`src/include/fsps_defs.svh`:
```
// Register addresses, field positions, key values and sequence constants
// How it works
// - Host loads high compare with the same block number as high pointer.
// - Host loads low compare with the last address to verify.
// - Host keeps upper four bits of high pointer and high compare zero.
// - Low compare is zero for block erase, all ones for blank check.
// - Enter mode: key, 01H, FEH, 01H; only the last write is taken.
// - Leave mode: key, 00H, FFH, 00H; only the last write is taken.
// - Host masks all interrupts and disables them before entering the mode; this host writes FFH to both mask registers and does not disable interrupts.
// - Host clears status before a switch and retries while the error bit is set; this host stops after MAX_RETRY attempts.
// - Host restores interrupt masks and enables interrupts after leaving; this host writes 00H to both mask registers.
// - Host runs switch sequences only from code that is not being changed.
// - Host enters self-programming mode before issuing any command; this host does not check the mode before a command op.
// - The operation starts when the CPU halts and resumes after it ends.
`ifndef FSPS_DEFS_SVH
`define FSPS_DEFS_SVH

// Device register addresses
`define FSPS_DEV_KEY_ADDR 16'hFFA0
`define FSPS_DEV_STATUS_ADDR 16'hFFA1
`define FSPS_DEV_MODE_ADDR 16'hFFA2
`define FSPS_DEV_CMD_ADDR 16'hFFA3
`define FSPS_DEV_PTRH_ADDR 16'hFFA4
`define FSPS_DEV_PTRL_ADDR 16'hFFA5
`define FSPS_DEV_CMPH_ADDR 16'hFFA6
`define FSPS_DEV_CMPL_ADDR 16'hFFA7
`define FSPS_DEV_WBUF_ADDR 16'hFFA8
`define FSPS_DEV_MASK0_ADDR 16'hFFE4
`define FSPS_DEV_MASK1_ADDR 16'hFFE5

// Values
`define FSPS_KEY_VAL 8'hA5
`define FSPS_MODE_SELF 8'h01
`define FSPS_MODE_NORMAL 8'h00
`define FSPS_ALL_ONES 8'hFF
`define FSPS_ZERO 8'h00
`define FSPS_CMD_ERASE 8'h03
`define FSPS_CMD_BLANK 8'h04
`define FSPS_CMD_WRITE 8'h05
`define FSPS_CMD_VERIFY 8'h01
`define FSPS_HIGH_NIBBLE_MASK 8'h0F
`define FSPS_STAT_SEQ_BIT 0
`define FSPS_STAT_VC_BIT 1
`define FSPS_STAT_WE_BIT 2
`define FSPS_PROT_SEL_LSB 2
`define FSPS_PROT_SEL_MSB 6
`define FSPS_PROT_NONE 5'h1F
`define FSPS_PROT8_BASE 5'h0C
`define FSPS_PROT16_BASE 5'h08

// Host register offsets on Wishbone (byte addresses)
`define FSPS_WB_CTRL 4'h0
`define FSPS_WB_STATUS 4'h1
`define FSPS_WB_BLOCK 4'h2
`define FSPS_WB_LOW 4'h3
`define FSPS_WB_LAST 4'h4
`define FSPS_WB_DATA 4'h5
`define FSPS_WB_PROT 4'h6
`define FSPS_WB_RESULT 4'h7

// Control register fields
`define FSPS_CTRL_GO_BIT 0
`define FSPS_CTRL_OP_LSB 1
`define FSPS_CTRL_OP_MSB 3
`define FSPS_CTRL_BIG_BIT 4

// Retry limit for the switch sequence
`define FSPS_MAX_RETRY 8'h08

`endif

```
`src/include/fsps_pkg.sv`:
```
// Types for the flash self-programming host controller
package fsps_pkg;
	typedef enum logic [2:0] {
		FSPS_OP_ENTER,
		FSPS_OP_LEAVE,
		FSPS_OP_ERASE,
		FSPS_OP_BLANK,
		FSPS_OP_WRITE,
		FSPS_OP_VERIFY
	} fsps_op_t;

	typedef enum logic [4:0] {
		FSPS_IDLE,
		FSPS_MASK0,
		FSPS_MASK1,
		FSPS_CLR,
		FSPS_KEY,
		FSPS_MODE1,
		FSPS_MODEC,
		FSPS_MODE2,
		FSPS_CHECK,
		FSPS_RESTORE0,
		FSPS_RESTORE1,
		FSPS_CMD,
		FSPS_PTRH,
		FSPS_PTRL,
		FSPS_CMPH,
		FSPS_CMPL,
		FSPS_WBUF,
		FSPS_CLR2,
		FSPS_HALT,
		FSPS_WAITDONE,
		FSPS_READRES,
		FSPS_DONE
	} fsps_state_t;
endpackage

```
`src/rtl/fsps_devport.sv`:
```
// Single device-bus access engine: one write or read per request
`timescale 1ns/1ps
module fsps_devport (
	input wire logic clk_i,
	input wire logic rst_i,
	input wire logic ce_i,
	input wire logic req_i,
	input wire logic we_i,
	input wire logic [15:0] addr_i,
	input wire logic [7:0] wdata_i,
	output logic done_o,
	output logic [7:0] rdata_o,
	output logic dev_we_o,
	output logic dev_re_o,
	output logic [15:0] dev_addr_o,
	output logic [7:0] dev_wdata_o,
	input wire logic [7:0] dev_rdata_i
);
	logic busy_r;

	// Drive one strobe cycle, capture read data in the next
	always_ff @(posedge clk_i) begin
		if (rst_i) begin
			busy_r <= 1'b0;
			done_o <= 1'b0;
			dev_we_o <= 1'b0;
			dev_re_o <= 1'b0;
			dev_addr_o <= 16'h0000;
			dev_wdata_o <= 8'h00;
			rdata_o <= 8'h00;
		end else if (ce_i) begin
			done_o <= 1'b0;
			dev_we_o <= 1'b0;
			dev_re_o <= 1'b0;
			if (req_i && !busy_r && !done_o) begin
				busy_r <= 1'b1;
				dev_we_o <= we_i;
				dev_re_o <= !we_i;
				dev_addr_o <= addr_i;
				dev_wdata_o <= wdata_i;
			end else if (busy_r) begin
				busy_r <= 1'b0;
				done_o <= 1'b1;
				rdata_o <= dev_rdata_i; // Read data stands with the strobe, taken at its end
			end
		end
	end
endmodule // fsps_devport

```
`src/rtl/fsps_host.sv`:
```
// Host controller that drives the flash self-programming unit's registers
//
// The Wishbone register port was left to the implementer.
`timescale 1ns/1ps
`include "fsps_defs.svh"
module fsps_host #(
	parameter int MAX_RETRY = 8
) (
	input wire logic clk_i,
	input wire logic rst_i,
	input wire logic ce_i,
	// Wishbone classic slave
	input wire logic wb_cyc_i,
	input wire logic wb_stb_i,
	input wire logic wb_we_i,
	input wire logic [3:0] wb_adr_i,
	input wire logic [7:0] wb_dat_i,
	input wire logic wb_sel_i,
	output logic [7:0] wb_dat_o,
	output logic wb_ack_o,
	// Device register port
	output logic dev_we_o,
	output logic dev_re_o,
	output logic [15:0] dev_addr_o,
	output logic [7:0] dev_wdata_o,
	input wire logic [7:0] dev_rdata_i,
	// Halt request and completion from the CPU side, and busy flag
	output logic halt_req_o,
	input wire logic halt_done_i,
	output logic busy_o
);
	import fsps_pkg::*;

	fsps_state_t state_r;
	fsps_op_t op_r;
	logic big_r;
	logic [7:0] block_r;
	logic [7:0] low_r;
	logic [7:0] last_r;
	logic [7:0] data_r;
	logic [7:0] prot_r;
	logic [7:0] result_r;
	logic [7:0] retry_r;
	logic seq_fail_r;
	logic prot_hit_r;
	logic done_r;
	logic go;
	logic wb_hit;
	logic acc_req;
	logic acc_we;
	logic [15:0] acc_addr;
	logic [7:0] acc_wdata;
	logic acc_done;
	logic [7:0] acc_rdata;
	logic [7:0] mode_val;

	// Block protected by the select code; prohibited codes protect all
	function automatic logic blk_protected(input logic [7:0] pb, input logic [7:0] blk,
		input logic big);
		logic [4:0] sel;
		logic [4:0] top;
		sel = pb[`FSPS_PROT_SEL_MSB:`FSPS_PROT_SEL_LSB];
		top = 5'h00;
		blk_protected = 1'b1;
		if (sel == `FSPS_PROT_NONE) begin
			blk_protected = 1'b0;
		end else if (!big && sel >= `FSPS_PROT8_BASE && sel <= 5'h0F) begin
			top = 5'(5'h07 - 5'((sel - `FSPS_PROT8_BASE) << 1));
			blk_protected = (blk[4:0] <= top);
		end else if (big && sel >= `FSPS_PROT16_BASE && sel <= 5'h0F) begin
			top = 5'(5'h0F - 5'((sel - `FSPS_PROT16_BASE) << 1));
			blk_protected = (blk[4:0] <= top);
		end
	endfunction

	assign wb_hit = wb_cyc_i && wb_stb_i;
	assign go = wb_hit && wb_we_i && wb_sel_i && !wb_ack_o &&
		wb_adr_i == `FSPS_WB_CTRL && wb_dat_i[`FSPS_CTRL_GO_BIT] && state_r == FSPS_IDLE;
	assign busy_o = (state_r != FSPS_IDLE);
	assign mode_val = (op_r == FSPS_OP_ENTER) ? `FSPS_MODE_SELF : `FSPS_MODE_NORMAL;

	// Wishbone ack one cycle after the request, dropped the next
	always_ff @(posedge clk_i) begin
		if (rst_i) begin
			wb_ack_o <= 1'b0;
		end else if (ce_i) begin
			wb_ack_o <= wb_hit && !wb_ack_o;
		end
	end

	// Software-written parameter registers
	always_ff @(posedge clk_i) begin
		if (rst_i) begin
			block_r <= 8'h00;
			low_r <= 8'h00;
			last_r <= 8'h00;
			data_r <= 8'h00;
			prot_r <= 8'hFF;
			op_r <= FSPS_OP_ENTER;
			big_r <= 1'b0;
		end else if (ce_i && wb_hit && wb_we_i && wb_sel_i && !wb_ack_o && !busy_o) begin
			case (wb_adr_i)
				`FSPS_WB_CTRL: begin
					op_r <= fsps_op_t'(wb_dat_i[`FSPS_CTRL_OP_MSB:`FSPS_CTRL_OP_LSB]);
					big_r <= wb_dat_i[`FSPS_CTRL_BIG_BIT];
				end
				`FSPS_WB_BLOCK: block_r <= wb_dat_i & `FSPS_HIGH_NIBBLE_MASK;
				`FSPS_WB_LOW: low_r <= wb_dat_i;
				`FSPS_WB_LAST: last_r <= wb_dat_i;
				`FSPS_WB_DATA: data_r <= wb_dat_i;
				`FSPS_WB_PROT: prot_r <= wb_dat_i;
				default: ;
			endcase
		end
	end

	// Wishbone read data register
	always_ff @(posedge clk_i) begin
		if (rst_i) begin
			wb_dat_o <= 8'h00;
		end else if (ce_i && wb_hit && !wb_ack_o) begin
			case (wb_adr_i)
				`FSPS_WB_CTRL: wb_dat_o <= {3'b000, big_r, op_r, 1'b0};
				`FSPS_WB_STATUS: wb_dat_o <= {4'h0, prot_hit_r, seq_fail_r, done_r, busy_o};
				`FSPS_WB_BLOCK: wb_dat_o <= block_r;
				`FSPS_WB_LOW: wb_dat_o <= low_r;
				`FSPS_WB_LAST: wb_dat_o <= last_r;
				`FSPS_WB_DATA: wb_dat_o <= data_r;
				`FSPS_WB_PROT: wb_dat_o <= prot_r;
				`FSPS_WB_RESULT: wb_dat_o <= result_r;
				default: wb_dat_o <= 8'h00;
			endcase
		end
	end

	// Device access request for each state
	always_comb begin
		acc_req = 1'b1;
		acc_we = 1'b1;
		acc_addr = `FSPS_DEV_STATUS_ADDR;
		acc_wdata = `FSPS_ZERO;
		case (state_r)
			FSPS_MASK0: begin
				acc_addr = `FSPS_DEV_MASK0_ADDR;
				acc_wdata = `FSPS_ALL_ONES;
			end
			FSPS_MASK1: begin
				acc_addr = `FSPS_DEV_MASK1_ADDR;
				acc_wdata = `FSPS_ALL_ONES;
			end
			FSPS_CLR, FSPS_CLR2: acc_wdata = `FSPS_ZERO;
			FSPS_KEY: begin
				acc_addr = `FSPS_DEV_KEY_ADDR;
				acc_wdata = `FSPS_KEY_VAL;
			end
			FSPS_MODE1, FSPS_MODE2: begin
				acc_addr = `FSPS_DEV_MODE_ADDR;
				acc_wdata = mode_val;
			end
			FSPS_MODEC: begin
				acc_addr = `FSPS_DEV_MODE_ADDR;
				acc_wdata = ~mode_val;
			end
			FSPS_CHECK, FSPS_READRES: acc_we = 1'b0;
			FSPS_RESTORE0: acc_addr = `FSPS_DEV_MASK0_ADDR;
			FSPS_RESTORE1: acc_addr = `FSPS_DEV_MASK1_ADDR;
			FSPS_CMD: begin
				acc_addr = `FSPS_DEV_CMD_ADDR;
				case (op_r)
					FSPS_OP_ERASE: acc_wdata = `FSPS_CMD_ERASE;
					FSPS_OP_BLANK: acc_wdata = `FSPS_CMD_BLANK;
					FSPS_OP_WRITE: acc_wdata = `FSPS_CMD_WRITE;
					default: acc_wdata = `FSPS_CMD_VERIFY;
				endcase
			end
			FSPS_PTRH: begin
				acc_addr = `FSPS_DEV_PTRH_ADDR;
				acc_wdata = block_r;
			end
			FSPS_PTRL: begin
				acc_addr = `FSPS_DEV_PTRL_ADDR;
				acc_wdata = (op_r == FSPS_OP_WRITE || op_r == FSPS_OP_VERIFY) ? low_r
					: `FSPS_ZERO;
			end
			FSPS_CMPH: begin
				acc_addr = `FSPS_DEV_CMPH_ADDR;
				acc_wdata = block_r;
			end
			FSPS_CMPL: begin
				acc_addr = `FSPS_DEV_CMPL_ADDR;
				case (op_r)
					FSPS_OP_ERASE: acc_wdata = `FSPS_ZERO;
					FSPS_OP_BLANK: acc_wdata = `FSPS_ALL_ONES;
					default: acc_wdata = last_r;
				endcase
			end
			FSPS_WBUF: begin
				acc_addr = `FSPS_DEV_WBUF_ADDR;
				acc_wdata = data_r;
			end
			default: acc_req = 1'b0;
		endcase
	end

	fsps_devport u_port (
		.clk_i(clk_i),
		.rst_i(rst_i),
		.ce_i(ce_i),
		.req_i(acc_req),
		.we_i(acc_we),
		.addr_i(acc_addr),
		.wdata_i(acc_wdata),
		.done_o(acc_done),
		.rdata_o(acc_rdata),
		.dev_we_o(dev_we_o),
		.dev_re_o(dev_re_o),
		.dev_addr_o(dev_addr_o),
		.dev_wdata_o(dev_wdata_o),
		.dev_rdata_i(dev_rdata_i)
	);

	// Sequencer: mode switch with retry, or command setup and halt
	always_ff @(posedge clk_i) begin
		if (rst_i) begin
			state_r <= FSPS_IDLE;
			retry_r <= 8'h00;
			result_r <= 8'h00;
			seq_fail_r <= 1'b0;
			prot_hit_r <= 1'b0;
			done_r <= 1'b0;
			halt_req_o <= 1'b0;
		end else if (ce_i) begin
			case (state_r)
				FSPS_IDLE: begin
					if (go) begin
						done_r <= 1'b0;
						seq_fail_r <= 1'b0;
						prot_hit_r <= 1'b0;
						retry_r <= 8'h00;
						// Op and variant arrive with this very write, so take them off the bus
						case (fsps_op_t'(wb_dat_i[`FSPS_CTRL_OP_MSB:`FSPS_CTRL_OP_LSB]))
							FSPS_OP_ENTER: state_r <= FSPS_MASK0;
							FSPS_OP_LEAVE: state_r <= FSPS_CLR;
							default: begin
								if (blk_protected(prot_r, block_r,
									wb_dat_i[`FSPS_CTRL_BIG_BIT])) begin
									prot_hit_r <= 1'b1;
									state_r <= FSPS_DONE;
								end else begin
									state_r <= FSPS_CMD;
								end
							end
						endcase
					end
				end
				FSPS_MASK0: if (acc_done) state_r <= FSPS_MASK1;
				FSPS_MASK1: if (acc_done) state_r <= FSPS_CLR;
				FSPS_CLR: if (acc_done) state_r <= FSPS_KEY;
				FSPS_KEY: if (acc_done) state_r <= FSPS_MODE1;
				FSPS_MODE1: if (acc_done) state_r <= FSPS_MODEC;
				FSPS_MODEC: if (acc_done) state_r <= FSPS_MODE2;
				FSPS_MODE2: if (acc_done) state_r <= FSPS_CHECK;
				FSPS_CHECK: begin
					if (acc_done) begin
						result_r <= acc_rdata;
						if (acc_rdata[`FSPS_STAT_SEQ_BIT]) begin
							if (retry_r >= 8'(MAX_RETRY - 1)) begin
								seq_fail_r <= 1'b1;
								state_r <= FSPS_DONE;
							end else begin
								retry_r <= retry_r + 8'h01;
								state_r <= FSPS_CLR;
							end
						end else if (op_r == FSPS_OP_LEAVE) begin
							state_r <= FSPS_RESTORE0;
						end else begin
							state_r <= FSPS_DONE;
						end
					end
				end
				FSPS_RESTORE0: if (acc_done) state_r <= FSPS_RESTORE1;
				FSPS_RESTORE1: if (acc_done) state_r <= FSPS_DONE;
				FSPS_CMD: if (acc_done) state_r <= FSPS_PTRH;
				FSPS_PTRH: if (acc_done) state_r <= FSPS_PTRL;
				FSPS_PTRL: if (acc_done) state_r <= FSPS_CMPH;
				FSPS_CMPH: if (acc_done) state_r <= FSPS_CMPL;
				FSPS_CMPL: begin
					if (acc_done) begin
						state_r <= (op_r == FSPS_OP_WRITE) ? FSPS_WBUF : FSPS_CLR2;
					end
				end
				FSPS_WBUF: if (acc_done) state_r <= FSPS_CLR2;
				FSPS_CLR2: begin
					if (acc_done) begin
						halt_req_o <= 1'b1;
						state_r <= FSPS_HALT;
					end
				end
				FSPS_HALT: begin
					halt_req_o <= 1'b0;
					state_r <= FSPS_WAITDONE;
				end
				FSPS_WAITDONE: if (halt_done_i) state_r <= FSPS_READRES;
				FSPS_READRES: begin
					if (acc_done) begin
						result_r <= acc_rdata;
						prot_hit_r <= acc_rdata[`FSPS_STAT_WE_BIT];
						state_r <= FSPS_DONE;
					end
				end
				FSPS_DONE: begin
					done_r <= 1'b1;
					state_r <= FSPS_IDLE;
				end
				default: state_r <= FSPS_IDLE;
			endcase
		end
	end
endmodule // fsps_host

```
`config.mk`:
```
export PLATFORM = sky130hd
export DESIGN_NAME = fsps_host
export DESIGN_NICKNAME = d
export VERILOG_FILES = /design/src/include/fsps_pkg.sv /design/src/rtl/fsps_devport.sv /design/src/rtl/fsps_host.sv
export VERILOG_INCLUDE_DIRS = /design/src /design/src/include
export SDC_FILE = /design/constraint.sdc
export NUM_CORES = 1
export LEC_CHECK = 0
export ABC_AREA = 1
export BUFFER_PORTS_ARGS = -buffer_cell sky130_fd_sc_hd__buf_2
export CORE_MARGIN = 1.5
export CORE_UTILIZATION = 53
export CTS_BUF_LIST = sky130_fd_sc_hd__clkbuf_4 sky130_fd_sc_hd__clkbuf_8 sky130_fd_sc_hd__clkbuf_16
export CTS_CLUSTER_SIZE = 30
export DETAILED_ROUTE_END_ITERATION = 8
export GPL_ROUTABILITY_DRIVEN = 0
export GPL_TIMING_DRIVEN = 0
export PLACE_DENSITY = 0.77
export SLEW_MARGIN = 15
export SYNTH_ARGS = -nofsm -noshare
export SYNTH_HDL_FRONTEND = slang
export SYNTH_SLANG_ARGS = --single-unit
```
`constraint.sdc`:
```
create_clock -name clk_i -period 1.65 [get_ports clk_i]
set_input_delay 0.165 -clock clk_i [delete_from_list [all_inputs] [get_ports clk_i]]
set_output_delay 0.165 -clock clk_i [all_outputs]
set_load 0.005 [all_outputs]
```
==> summary.md <==
| Metric | Value |
|---|---|
| Final setup fails | between 80 and 90 |
| Netlist cell types | 41 |
| Final Skew | about 0.011 ns |
| Dpl cell area | roughly 5800 um2 |
| Net Sw Frac | 40.63% |
| Final Hold Fails | 0 |
| CTS buffer count | 9 |
| CTS tree | built |
| Max Fclk | 521.3 MHz |
| CTS HTree Levels | 3 |
| Worst reg2reg startpoint | state_r[1]$_SDFFE_PP0P_ |
| RSZ-0062 raised after global routing | yes |
| Fin area | around 7000 um2 |
| Period utilization | 116.2% |
| Leakage Power | a little under 3 nW |
| Reg clk slew, reported paths | ~0.11 ns |
| Synth warnings | 0 |
| Max Slew Vio Count | 0 |
| Via density | between 6 and 7 |
| Number of port buffers | 62 |
| HPWL reported at the end of detailed placement | about 12 mm |
| GR Util All Layers | around 34% |
| Hold buffers post-CTS | 0 |
| Register bit count reported by yosys | 100 |
| Worst Hold Slack | roughly 0.027 ns |
| Layout cells sized above 1 | between 30% and 40% |
| Fraction of power consumed by sequential logic | a little under two fifths |
| Critical Path Fanout Max | 6 |
| Commonest non-fill, non-tap cell in the layout | nand2_1 |
| Pwr per Cell Area | 1046 nW/um2 |
| Worst path buffer plus inverter count | 5 |
| Reg2reg path depth | 10 |
| Worst Setup End Kind | flop |
| WS Path Type | reg -> reg |
| M2 GR Usage | a little under three fifths |
| Via count | 6,362 |
| Cell chain of the critical path | nor2_4 -> inv_2 -> nor2_4 -> inv_4 -> nor3_4 -> buf_12 -> buf_12 -> clkbuf_16 -> nand3_2 -> a21oi_2 |
| Delay-heaviest family, CP | buffers and inverters |
| CTS Sinks | 100 |
| RR Endpoint | last_r[5]$_SDFFE_PP0P_ |
| Max Cap Viol | 0 |
| Power, Total | ~7.4 mW |
| Netlist Area Pre-Place | 5240 um2 |
| Hold Path Class | in -> reg |
| First-pass GRT wire length | approximately 27 mm |
| Sum Neg Setup Slack | -13.13 ns |
| Residual DRC | 0 |
| Maximum number of pins on one net before global-route repair | 21 |
| # rows | 36 |
| Routed Antenna Nets | 0 |
| Hold Path Sink | u_port.rdata_o[7]$_SDFFE_PP0P_ |
| WL/cell | between 15 and 20 um |
| Failing checks | negative setup slack |
| Drt first-iter violations | between 700 and 800 |
| Root buffer cell | clkbuf_8 |
| Core area | ~9700 um2 |
| Slowest-stage cell, CP | dfxtp_4 |
| ANT cells | 0 |
| IO Pins | 65 |
| Remaining global-route overflow | 0 |
| Maximum vdd drop | a little over 0.6 mV |
| Fillers | a little under 700 |
| Cell Int Power | roughly 4.4 mW |
| Max incr delay on CP | just over 0.4 ns |
| GRT met1 Usage | 39.10% |
| Worst EP arrival | between 2 and 2.5 ns |
| Die Area | between 10,000 and 15,000 um2 |
| Final #Nets | ~930 |
| Initial antenna violation count | 0 |
| Most frequent cells in the layout | nand2_1 (139), dfxtp_1 (93), inv_1 (90) |
| Initial core utilization | 54.11% |
| Gr busiest metal | met2 |
| Met3 usage in global routing | roughly an eighth |
| Actual slew at the worst max-slew pin | 0.9045 ns |
| Fin crit period | 1.918 ns |
| Final wirelength | slightly below 20 mm |
| Psw | 2.992 mW |
| Final setup margin | -0.2681 ns |
| Synth Area per Inst | 6.718 um2 |
| Startpoint Class | flop |
| Mapped Nets | 813 |
| Cell count after synthesis | 780 |
| Hold Crit Depth | 3 |
| Post-layout util | 72.73% |
| Die W | roughly 100 um |
| Combinational power share | about two fifths |
| Slew HR | 39.70% |
| Worst EP required | between 1.5 and 2 ns |
| Status | finished with violations |
| Die Y | a little over 100 um |
| Drt first pass iters | 7 |
| Area growth from synthesis to final layout | 34.41% |
| R2R setup slack | -0.27 ns |
| Seq/Total Area, Yosys | between 30% and 40% |
| Vias in the first global route | 5,605 |
| Clock latency on the worst-skew pair | about 0.38 ns |
| Hold Crit Start | dev_rdata_i[7] |
| Maximum buffer depth of the clock tree | 2 |
| Power share of the clock group | between 20% and 30% |
power by group through the flow:
stage | Sequential [mW] | Combinational, mW | Clock (mW)
5_1_grt | 2.82 | 3.18 | 1.70
6_report | 2.80 | 2.97 | 1.60
4_1_cts | 2.75 | 2.42 | 1.60
2_1_floorplan | 2.76 | 1.36 | 0
3_5_place_dp | 2.78 | 1.93 | 0
3_3_place_gp | 2.77 | 1.89 | 0
cell type report:
type	count	area, um2	share of cell area (%)
clock inverters	7	81.33	1.155
repair buffers	112	802.0	11.39
multi-input cells	537	3188	45.27
inverters	108	441.7	6.271
well taps	133	166.4	2.363
plain buffers	32	216.5	3.073
flip-flops and latches	100	2023	28.73
clock buffers	9	123.9	1.759
flip-flops by register name, summed over array words and instances, names as in the netlist, 4 cells and up:
register / count
prot_r: 8
retry_r: 8
low_r: 8
u_port.rdata_o: 8
u_port.dev_wdata_o: 8
last_r: 8
wb_dat_o: 8
result_r: 8
u_port.dev_addr_o: 6
block_r: 4
state_r: 5
data_r: 8
metal layers:
metal | up-vias | part of all wire (%)
li1 | 2815 | -
met1 | 2892 | 35
met2 | 510 | 45
met3 | 145 | 12
met4 | 0 | 7.8
met5 | - | 0
repair_timing:
action,CTS,global route
resized for setup,85,123
endpoints found under the hold margin,0,0
pin swaps,23,41
cloned,7,1
buffers inserted,29,15
setup endpoints to repair,85,87
how the worst max path moves through the flow:
stage	startpoint	cells past startpoint	end
after CTS	state_r[0]$_SDFFE_PP0P_	12	op_r[0]$_SDFFE_PP0P_
after global placement	state_r[2]$_SDFFE_PP0P_	10	result_r[0]$_SDFFE_PP0P_
after detailed placement	state_r[2]$_SDFFE_PP0P_	10	result_r[1]$_SDFFE_PP0P_
after floorplan	state_r[3]$_SDFFE_PP0P_	11	op_r[1]$_SDFFE_PP0P_
after global routing	state_r[1]$_SDFFE_PP0P_	11	retry_r[7]$_SDFFE_PP0P_
final	state_r[1]$_SDFFE_PP0P_	10	last_r[5]$_SDFFE_PP0P_
synthesized netlist by cell type:
cell       count  area share [%]
nand2_2        4            0.48
nand2_1      162              12
conb_1         1           0.072
nor4_1         1            0.12
nand3_2        4            0.76
or2_2          1            0.12
nor2_2         5            0.60
nand3b_1       4            0.57
nor3_1         9            0.86
o21ai_0       64             6.1
nor2_8         1            0.38
o2111ai_1      3            0.50
buf_1          2            0.14
o2bb2ai_1      1            0.17
nor2_4         3            0.64
inv_2          4            0.29
a21oi_1       86             8.2
a211oi_1       1            0.14
a311oi_1       1            0.17
buf_6          2            0.43
clkinv_1       1           0.072
ha_1           5             1.2
inv_1        102             7.3
o21a_1         1            0.14
nand4_1       15             1.8
nor2_1        75             5.4
o21ai_1        2            0.19
dfxtp_1      100              38
inv_4          1            0.12
nand3_1       55             5.3
clkbuf_1      13            0.93
a31oi_1        3            0.36
buf_2          6            0.57
o22ai_1       11             1.3
o221ai_1       3            0.50
o31ai_1        1            0.14
nor3_4         1            0.31
buf_4         13             1.9
nand2_4        1            0.21
xor2_1         2            0.33
o211ai_1      10             1.4
kinds of logic after synthesis:
kind of cell,synth area share (%)
buffers and inverters,11.72
adders and majority gates,1.194
AOI/OAI and AO/OA,19.39
xor gates and xnor gates,0.3343
and+or+nand+nor,29.08
other,0.07156
DFF,38.20
stage by stage:
stage	setup WS (ns)	cells
4_1_cts	-0.1551	1026
6_report	-0.2681	1038
5_1_grt	-0.3666	1038
3_5_place_dp	-0.6016	975
3_3_place_gp	-0.5438	975
2_1_floorplan	-0.1060	780
worst min-delay path, stage by stage:
cell,delay [ns]
buf_2,0.07
o21ai_0,0.07
nor2_1,0.08
Note: power is estimated with default switching activity, not from simulation.
